File: src/design/tmw_pkg.sv
// Package for the 8-bit timer waveform block: register map, fields, modes, state.
// Assumes a single 40 MHz clock domain shared with the APB master and prescaler.
package tmw_pkg;

    // Clock figure, kept for reference by derived timing
    localparam int unsigned CLK_PERIOD_NS = 25;

    // APB register byte addresses
    localparam logic [7:0] ADDR_CTRL  = 8'h00;
    localparam logic [7:0] ADDR_COUNT = 8'h04;
    localparam logic [7:0] ADDR_CMP   = 8'h08;
    localparam logic [7:0] ADDR_FLAGS = 8'h0C;

    // Control register fields
    localparam int unsigned CTRL_MODE_LSB = 0;
    localparam int unsigned CTRL_COM_LSB  = 2;
    localparam int unsigned CTRL_DDR_BIT  = 4;
    localparam int unsigned CTRL_FORCE_BIT = 7;

    // Flag register fields
    localparam int unsigned FLG_OVF_BIT = 0;
    localparam int unsigned FLG_CMF_BIT = 1;

    // Counter extremes
    localparam logic [7:0] CNT_BOTTOM = 8'h00;
    localparam logic [7:0] CNT_MAX    = 8'hFF;
    localparam logic [7:0] CNT_STEP   = 8'h01;

    // Waveform mode codes
    typedef enum logic [1:0] {
        MODE_NORMAL = 2'b00,
        MODE_PHASE  = 2'b01,
        MODE_CLR    = 2'b10,
        MODE_FAST   = 2'b11
    } tmw_mode_t;

    // Compare output mode codes
    localparam logic [1:0] COM_OFF    = 2'h0;
    localparam logic [1:0] COM_TOGGLE = 2'h1;
    localparam logic [1:0] COM_CLEAR  = 2'h2;
    localparam logic [1:0] COM_SET    = 2'h3;

    // Whole state of the timer block
    typedef struct packed {
        logic [7:0]  count_value;
        logic [7:0]  compare_value;
        logic [7:0]  compare_buf;
        tmw_mode_t   waveform_mode_bits;
        logic [1:0]  compare_output_mode_bits;
        logic        ddr_out;
        logic        overflow_flag;
        logic        compare_match_flag;
        logic        compare_output;
        logic        match_block;
        logic        pin_out;
        logic        pin_oe_n;
        logic [31:0] prdata;
        logic        pready;
        logic        pslverr;
    } tmw_state_t;

    // Reset leaves the pin undriven, since the direction is input then; all else is zero
    localparam tmw_state_t STATE_RESET = '{
        waveform_mode_bits: MODE_NORMAL,
        pin_oe_n:           1'b1,
        default:            '0
    };

endpackage

File: src/design/tmw_timer.sv
// 8-bit timer/counter with one compare channel: normal, clear-on-match, fast PWM.
// Assumes an APB master, a prescaler tick and interrupt service strobes on mclk.
//
// Summary of operation
// - Only the mode bits shape counting; compare output bits only shape the pin.
// - Normal mode counts up, never clears, wraps 0xFF to 0x00.
// - Normal mode raises overflow flag on the tick the count becomes zero.
// - Counting only sets overflow flag; interrupt service clears it.
// - Normal mode accepts a count write at any time.
// - Clear-on-match mode zeroes the count when it equals compare value.
// - Clear-on-match mode sets compare match flag at each top.
// - Clear-on-match mode writes compare value directly, no buffering.
// - Compare below count is missed until count wraps past 0xFF.
// - Clear-on-match with output mode 1 toggles output each match.
// - Pin shows compare output only when its direction is output.
// - Output frequency is clock over 2 times prescale times one plus compare.
// - Clear-on-match sets overflow flag when count rolls max to 0x00, not when a compare of 0xFF clears it.
// - Fast PWM counts bottom to max then restarts at bottom.
// - Fast PWM non-inverting clears on match, sets at bottom; inverting opposite.
// - Fast PWM clears the count on the tick after max.
// - Fast PWM sets overflow flag each time count leaves max for bottom.
// - Output bits pick polarity in PWM, set/clear/toggle otherwise.
// - Match sets compare flag on next tick; writing one clears it.
// - Fast PWM buffers compare value until bottom; other modes write directly.
`timescale 1ns/1ps
`default_nettype none

module tmw_timer
    import tmw_pkg::*;
(
    input  wire logic        mclk,         // 40 MHz clock
    input  wire logic        nrst,         // Asynchronous reset, active low
    input  wire logic        ce,           // Clock enable, freezes all state when low
    input  wire logic        tick,         // Timer clock enable from prescaler
    input  wire logic        ovf_serviced, // Overflow interrupt taken, one cycle
    input  wire logic        cmf_serviced, // Compare interrupt taken, one cycle
    input  wire logic        psel,         // APB select
    input  wire logic        penable,      // APB enable
    input  wire logic        pwrite,       // APB direction
    input  wire logic [7:0]  paddr,        // APB byte address
    input  wire logic [31:0] pwdata,       // APB write data
    output logic [31:0]      prdata,       // APB read data
    output logic             pready,       // APB ready
    output logic             pslverr,      // APB error on unmapped address
    output logic             overflow_flag,      // Overflow flag level
    output logic             compare_match_flag, // Compare match flag level
    output logic             pin_out,      // Port pin drive value
    output logic             pin_oe_n      // Port pin enable, low while driving
);

    tmw_state_t s_r;
    tmw_state_t s_nxt;

    // Bus decode shared by next-state logic and checks
    logic       acc_edge;
    logic       wr_ctrl;
    logic       wr_count;
    logic       wr_cmp;
    logic       wr_flags;
    logic       mapped;
    logic       is_pwm;
    logic       match;
    logic       at_max;
    logic       step;

    assign acc_edge = psel & penable & s_r.pready;
    assign wr_ctrl  = acc_edge & pwrite & (paddr == ADDR_CTRL);
    assign wr_count = acc_edge & pwrite & (paddr == ADDR_COUNT);
    assign wr_cmp   = acc_edge & pwrite & (paddr == ADDR_CMP);
    assign wr_flags = acc_edge & pwrite & (paddr == ADDR_FLAGS);
    assign mapped   = (paddr == ADDR_CTRL) | (paddr == ADDR_COUNT)
                    | (paddr == ADDR_CMP) | (paddr == ADDR_FLAGS);
    // Phase correct mode is not built; it counts like normal mode here
    assign is_pwm   = (s_r.waveform_mode_bits == MODE_FAST);
    // A count write blocks the match in the following tick
    assign match    = (s_r.count_value == s_r.compare_value) & ~s_r.match_block;
    assign at_max   = (s_r.count_value == CNT_MAX);
    assign step     = tick;

    // Next state: counter, flags, waveform and bus slave in one place
    always_comb begin
        logic oc;
        logic set_ovf;
        logic set_cmf;
        oc      = s_r.compare_output;
        set_ovf = 1'b0;
        set_cmf = 1'b0;
        s_nxt   = s_r;

        // Counting sequence depends on mode bits only
        if (step) begin
            s_nxt.match_block = 1'b0;
            unique case (s_r.waveform_mode_bits)
                MODE_CLR: begin
                    if (match) begin
                        s_nxt.count_value = CNT_BOTTOM;
                    end else begin
                        s_nxt.count_value = s_r.count_value + CNT_STEP;
                    end
                end
                MODE_FAST: begin
                    if (at_max) begin
                        s_nxt.count_value = CNT_BOTTOM;
                    end else begin
                        s_nxt.count_value = s_r.count_value + CNT_STEP;
                    end
                end
                MODE_NORMAL, MODE_PHASE: begin
                    s_nxt.count_value = s_r.count_value + CNT_STEP;
                end
            endcase
            // Overflow on the tick that leaves max, in every built mode except a clear-on-match top at max
            if (at_max && !(s_r.waveform_mode_bits == MODE_CLR && match)) begin
                set_ovf = 1'b1;
            end
            if (match) begin
                set_cmf = 1'b1;
            end

            // Compare output action chosen by output mode bits
            if (is_pwm) begin
                if (match) begin
                    unique case (s_r.compare_output_mode_bits)
                        COM_TOGGLE: oc = ~oc;
                        COM_CLEAR:  oc = 1'b0;
                        COM_SET:    oc = 1'b1;
                        COM_OFF:    oc = oc;
                    endcase
                end
                // Bottom action wins so compare at max gives a steady level
                if (at_max) begin
                    if (s_r.compare_output_mode_bits == COM_CLEAR) begin
                        oc = 1'b1;
                    end else if (s_r.compare_output_mode_bits == COM_SET) begin
                        oc = 1'b0;
                    end
                    s_nxt.compare_value = s_r.compare_buf;
                end
            end else if (match) begin
                unique case (s_r.compare_output_mode_bits)
                    COM_TOGGLE: oc = ~oc;
                    COM_CLEAR:  oc = 1'b0;
                    COM_SET:    oc = 1'b1;
                    COM_OFF:    oc = oc;
                endcase
            end
        end

        // Control write; force strobe acts only outside PWM
        if (wr_ctrl) begin
            s_nxt.waveform_mode_bits =
                tmw_mode_t'(pwdata[CTRL_MODE_LSB +: 2]);
            s_nxt.compare_output_mode_bits = pwdata[CTRL_COM_LSB +: 2];
            s_nxt.ddr_out = pwdata[CTRL_DDR_BIT];
            if (pwdata[CTRL_FORCE_BIT] && !is_pwm) begin
                unique case (pwdata[CTRL_COM_LSB +: 2])
                    COM_TOGGLE: oc = ~s_r.compare_output;
                    COM_CLEAR:  oc = 1'b0;
                    COM_SET:    oc = 1'b1;
                    COM_OFF:    oc = oc;
                endcase
            end
        end
        s_nxt.compare_output = oc;

        // Count write overrides counting and blocks the next match
        if (wr_count) begin
            s_nxt.count_value = pwdata[7:0];
            s_nxt.match_block = 1'b1;
        end

        // Compare write: buffer in PWM, direct otherwise
        if (wr_cmp) begin
            s_nxt.compare_buf = pwdata[7:0];
            if (!is_pwm) begin
                s_nxt.compare_value = pwdata[7:0];
            end
        end

        // Flags: set wins over software or service clear
        if (set_ovf) begin
            s_nxt.overflow_flag = 1'b1;
        end else if (ovf_serviced || (wr_flags && pwdata[FLG_OVF_BIT])) begin
            s_nxt.overflow_flag = 1'b0;
        end
        if (set_cmf) begin
            s_nxt.compare_match_flag = 1'b1;
        end else if (cmf_serviced || (wr_flags && pwdata[FLG_CMF_BIT])) begin
            s_nxt.compare_match_flag = 1'b0;
        end

        // Pin follows compare output only while direction is output
        s_nxt.pin_out  = s_nxt.ddr_out & s_nxt.compare_output;
        s_nxt.pin_oe_n = ~s_nxt.ddr_out;

        // APB: ready comes one cycle after setup, reads sampled at setup
        s_nxt.pready  = psel & ~penable & ~s_r.pready;
        s_nxt.pslverr = psel & ~penable & ~s_r.pready & ~mapped;
        s_nxt.prdata  = '0;
        if (psel && !penable && !pwrite) begin
            unique case (paddr)
                ADDR_CTRL: begin
                    s_nxt.prdata[CTRL_MODE_LSB +: 2] = s_r.waveform_mode_bits;
                    s_nxt.prdata[CTRL_COM_LSB +: 2]  = s_r.compare_output_mode_bits;
                    s_nxt.prdata[CTRL_DDR_BIT]       = s_r.ddr_out;
                end
                ADDR_COUNT: s_nxt.prdata[7:0] = s_r.count_value;
                ADDR_CMP:   s_nxt.prdata[7:0] = s_r.compare_buf;
                ADDR_FLAGS: begin
                    s_nxt.prdata[FLG_OVF_BIT] = s_r.overflow_flag;
                    s_nxt.prdata[FLG_CMF_BIT] = s_r.compare_match_flag;
                end
                default:    s_nxt.prdata = '0;
            endcase
        end
    end

    // State register; clock enable freezes everything, bus included
    always_ff @(posedge mclk or negedge nrst) begin
        if (!nrst) begin
            s_r <= STATE_RESET;
        end else if (ce) begin
            s_r <= s_nxt;
        end
    end

    // Outputs straight from the state flops
    assign prdata             = s_r.prdata;
    assign pready             = s_r.pready;
    assign pslverr            = s_r.pslverr;
    assign overflow_flag      = s_r.overflow_flag;
    assign compare_match_flag = s_r.compare_match_flag;
    assign pin_out            = s_r.pin_out;
    assign pin_oe_n           = s_r.pin_oe_n;

    // Helper: an advancing tick with no bus write to the count
    logic adv;
    assign adv = ce & step & ~wr_count;
endmodule

`default_nettype wire

File: config.mk
export PLATFORM = sky130hd
export DESIGN_NAME = tmw_timer
export DESIGN_NICKNAME = d
export VERILOG_FILES = /design/src/design/tmw_pkg.sv /design/src/design/tmw_timer.sv
export SDC_FILE = /design/constraint.sdc
export NUM_CORES = 1
export LEC_CHECK = 0
export BUFFER_PORTS_ARGS = -buffer_cell sky130_fd_sc_hd__buf_2
export CORE_ASPECT_RATIO = 0.8
export CORE_MARGIN = 3
export CORE_UTILIZATION = 45
export CTS_CLUSTER_DIAMETER = 30
export CTS_CLUSTER_SIZE = 30
export DETAILED_ROUTE_END_ITERATION = 12
export PLACE_DENSITY = 0.72
export SLEW_MARGIN = 25
export SYNTH_ARGS = -nofsm -noshare
export SYNTH_HDL_FRONTEND = slang
export SYNTH_SLANG_ARGS = --single-unit
File: constraint.sdc
create_clock -name mclk -period 2.8 [get_ports mclk]
set_input_delay 0.14 -clock mclk [delete_from_list [all_inputs] [get_ports mclk]]
set_output_delay 0.14 -clock mclk [all_outputs]
set_load 0.03 [all_outputs]
==> impl_metrics.csv <==
group,metric,value,unit
synthesis,synth_seq_cells,45,
placed_design,io_buffers,38,
clocking,cts_buffer_depth,2,
setup_path,crit_type,"flop to flop",
sta,rsz0062_at_grt,"no",
synthesis,ys_types,51,
clocking,ctsHtreeMaxLevel,2,
cells_and_area,area_growth,9.74,%
setup_path,max_stage_delay,570,ps
synthesis,yosys-top-cells-count,"dfrtp_1, buf_4, nand2_1, nand3_1, nor2_1",
global_route,grt_pass1_vias,2119,
clocking,clock-sinks,45,
placed_design,dp.final_hpwl,4.84,mm
setup_path,cp_slowest_cell,"nor3_1",
setup_path,cp.arrival,2550,ps
drt,vias,2224,
floorplanning,rows,24,
sta,layout_min_cycle_time,2340,ps
synthesis,syn-cell-area,0.00274,mm²
pwr,ir_worst_vdd,0.308,mV
sta,clock.fmax,427,MHz
sta,hold_slack,112,ps
drt,drc_errors,0,
synthesis,synth.area.top_cells,"dfrtp_1, buf_4, mux2_2",
synthesis,postSynth.asyncResetShare,1.00,
global_route,grt_pass1_wl,10.8,mm
sta,maxSlewHeadroom,0.601,
sta,worst_pin_slew,594,ps
global_route,antenna_found_initial,0,
pwr,p_leak,1.45,nW
drt,wl_per_cell,17.2,µm
sta,setup_violations,0,
floorplanning,io_pins,87,
drt,drtIter0Drc,183,
clocking,ctsHoldBuffers,0,
drt,via_per_inst,5.76,
pwr,powerDensity,574,mW/mm²
sta,totalNegativeSetupSlack,0,ps
sta,fin_crit_sh,0.837,
synthesis,yosysWarnings,0,
job,drv_cap,0,
cells_and_area,finalNetCount,357,
global_route,grt_max_degree,46,
synthesis,yosysMostFrequentCell,"dfrtp_1",
global_route,overflow,0,
clocking,tritoncts,"yes",
synthesis,yosys.area.top_type,"dfrtp_1",
clocking,cts_resized,0,
drt,routed_wl,6.63,mm
drt,ant_nets,0,
placed_design,routabilityCongestion,0.892,
synthesis,yosysTopAreaCellShare,0.403,
global_route,track_usage,0.200,
synthesis,synth_ff_type,"dfrtp_1",
clocking,clockRootBuffer,"clkbuf_8",
clocking,clkTransAtPathRegs,80,ps
drt,firstDrtPassIters,5,
clocking,postCtsSetupBuffers,0,
clocking,numCtsBuffers,5,
synthesis,synth_edf_count,0,
synthesis,syn_inst,279,
floorplanning,die_w,93.2,µm
setup_path,start_kind,"flop",
floorplanning,initial_core_util,0.482,
setup_path,critical_path.endpoint_type,"flop",
pwr,power,1.72,mW
setup_path,crit_chain,"ha_1, nand3_1, nor3_1, nand4b_1, and4_1, a32o_1, a211oi_1",
floorplanning,chipHeight,75.7,µm
cells_and_area,drive_above_1_share,0.273,
status,status,"complete, no violations",
setup_path,cp.required,3010,ps
cells_and_area,diodes,0,
cells_and_area,final_util,0.529,
sta,slew_viol_final,0,
synthesis,avgSynthCellArea,9.80,µm²
sta,hold_viol,0,
sta,finalClockSkew,7.34,ps
setup_path,critPathMaxFanout,6,
clocking,worst_skew_pair.late_latency,300,ps
floorplanning,core,0.00568,mm²
synthesis,synth-seq-area-share,0.412,
min_path,hp-class,"input pin to flop",
floorplanning,dieArea,0.00706,mm²
-- cell type report --
type / count / area [µm²]
Timing Repair Buffer: 45 / 248
Fill cell: 520 / 2670
Sequential cell: 45 / 1130
Inverter: 6 / 22.5
Multi-Input combinational cell: 204 / 1370
Clock inverter: 3 / 65.1
Tap cell: 78 / 97.6
Clock buffer: 5 / 68.8
-- per-stage QoR --
| stage | area [µm²] | std cells | setup WS (ps) |
|---|---|---|---|
| 6_report | 3000 | 386 | 456 |
| 5_1_grt | 3000 | 386 | 249 |
| 4_1_cts | 2990 | 385 | 473 |
| 3_5_place_dp | 2860 | 377 | 262 |
| 3_3_place_gp | 2860 | 377 | 293 |
| 2_1_floorplan | 2820 | 302 | 498 |
-- state kept, by name, indices dropped and copies added, names as in the netlist --
| name | flops |
|---|---|
| pin_out | 1 |
| overflow_flag | 1 |
| pin_oe_n | 1 |
| compare_match_flag | 1 |
| prdata | 8 |
| pslverr | 1 |
| pready | 1 |
| s_r | 31 |
-- critical path, delay by kind of cell (launching register included) --
kind	cells	cell delay (ps)
adder cells (fa/ha/maj)	1	220
AO/OA/AOI/OAI	2	420
AND/OR/NAND/NOR	4	1170
flip-flops	1	450
-- cell usage in the layout (no fill, tap or decap), types with 2 or more instances in the layout --
cell type | netlist | layout
nor3_1 | 5 | 5
and3_1 | 5 | 5
o211ai_1 | 2 | 2
nor4_1 | 2 | 2
nand2_1 | 20 | 20
buf_2 | 2 | 37
o2bb2ai_1 | 8 | 8
nand3_1 | 18 | 18
a22oi_1 | 3 | 3
nand3b_1 | 2 | 2
mux2i_1 | 3 | 3
a21oi_1 | 9 | 9
nor2_1 | 17 | 17
mux4_2 | 2 | 2
o21ai_0 | 5 | 5
xor2_1 | 8 | 8
a21o_1 | 2 | 2
mux2_2 | 14 | 14
inv_1 | 6 | 6
clkbuf_8 | 0 | 5
o311ai_0 | 2 | 2
a22o_1 | 2 | 2
bufinv_16 | 0 | 2
nor2b_1 | 3 | 3
or3_4 | 2 | 2
conb_1 | 1 | 24
buf_4 | 32 | 7
or3_1 | 9 | 9
nand4_1 | 7 | 7
o221a_2 | 8 | 8
dfrtp_1 | 44 | 44
nand4b_1 | 4 | 4
-- where the power goes --
part	switching, mW	internal [mW]	leakage [nW]
logic	0.215	0.126	0.780
registers	0.0984	0.702	0.597
clock network	0.226	0.355	0.0681
-- worst paths after layout --
check | cells after the start | slack [ps] | to | startpoint
worst max-delay path | 7 | 460 | s_r[37] | s_r[61]
worst min-delay path | 2 | 110 | s_r[50] | pwdata[5]
worst max register to register | 7 | 460 | s_r[37] | s_r[61]
worst min register to register | 2 | 490 | pin_oe_n | pin_oe_n
max in group asynchronous | 2 | 2030 | pin_oe_n | nrst
min in group asynchronous | 2 | 380 | prdata[6] | nrst
-- cells by family (layout without fill, tap and decap cells) --
group,count (synthesis),count (layout),share of synthesized area
AND/OR/NAND/NOR,104,104,0.215
XOR/XNOR,8,8,0.0256
AO/OA/AOI/OAI,48,48,0.138
flip-flops,45,45,0.412
adder cells (fa/ha/maj),1,1,0.00457
multiplexers,19,19,0.0851
buffers and inverters,53,59,0.118
other,1,24,0.00137
-- per-layer routing --
layer,global-route usage,part of all wire
met3,0.0306,0.067
met2,0.315,0.45
met1,0.288,0.47
met4,0.0569,0.014
met5,0,0
Power figures use the tool's default switching activity.
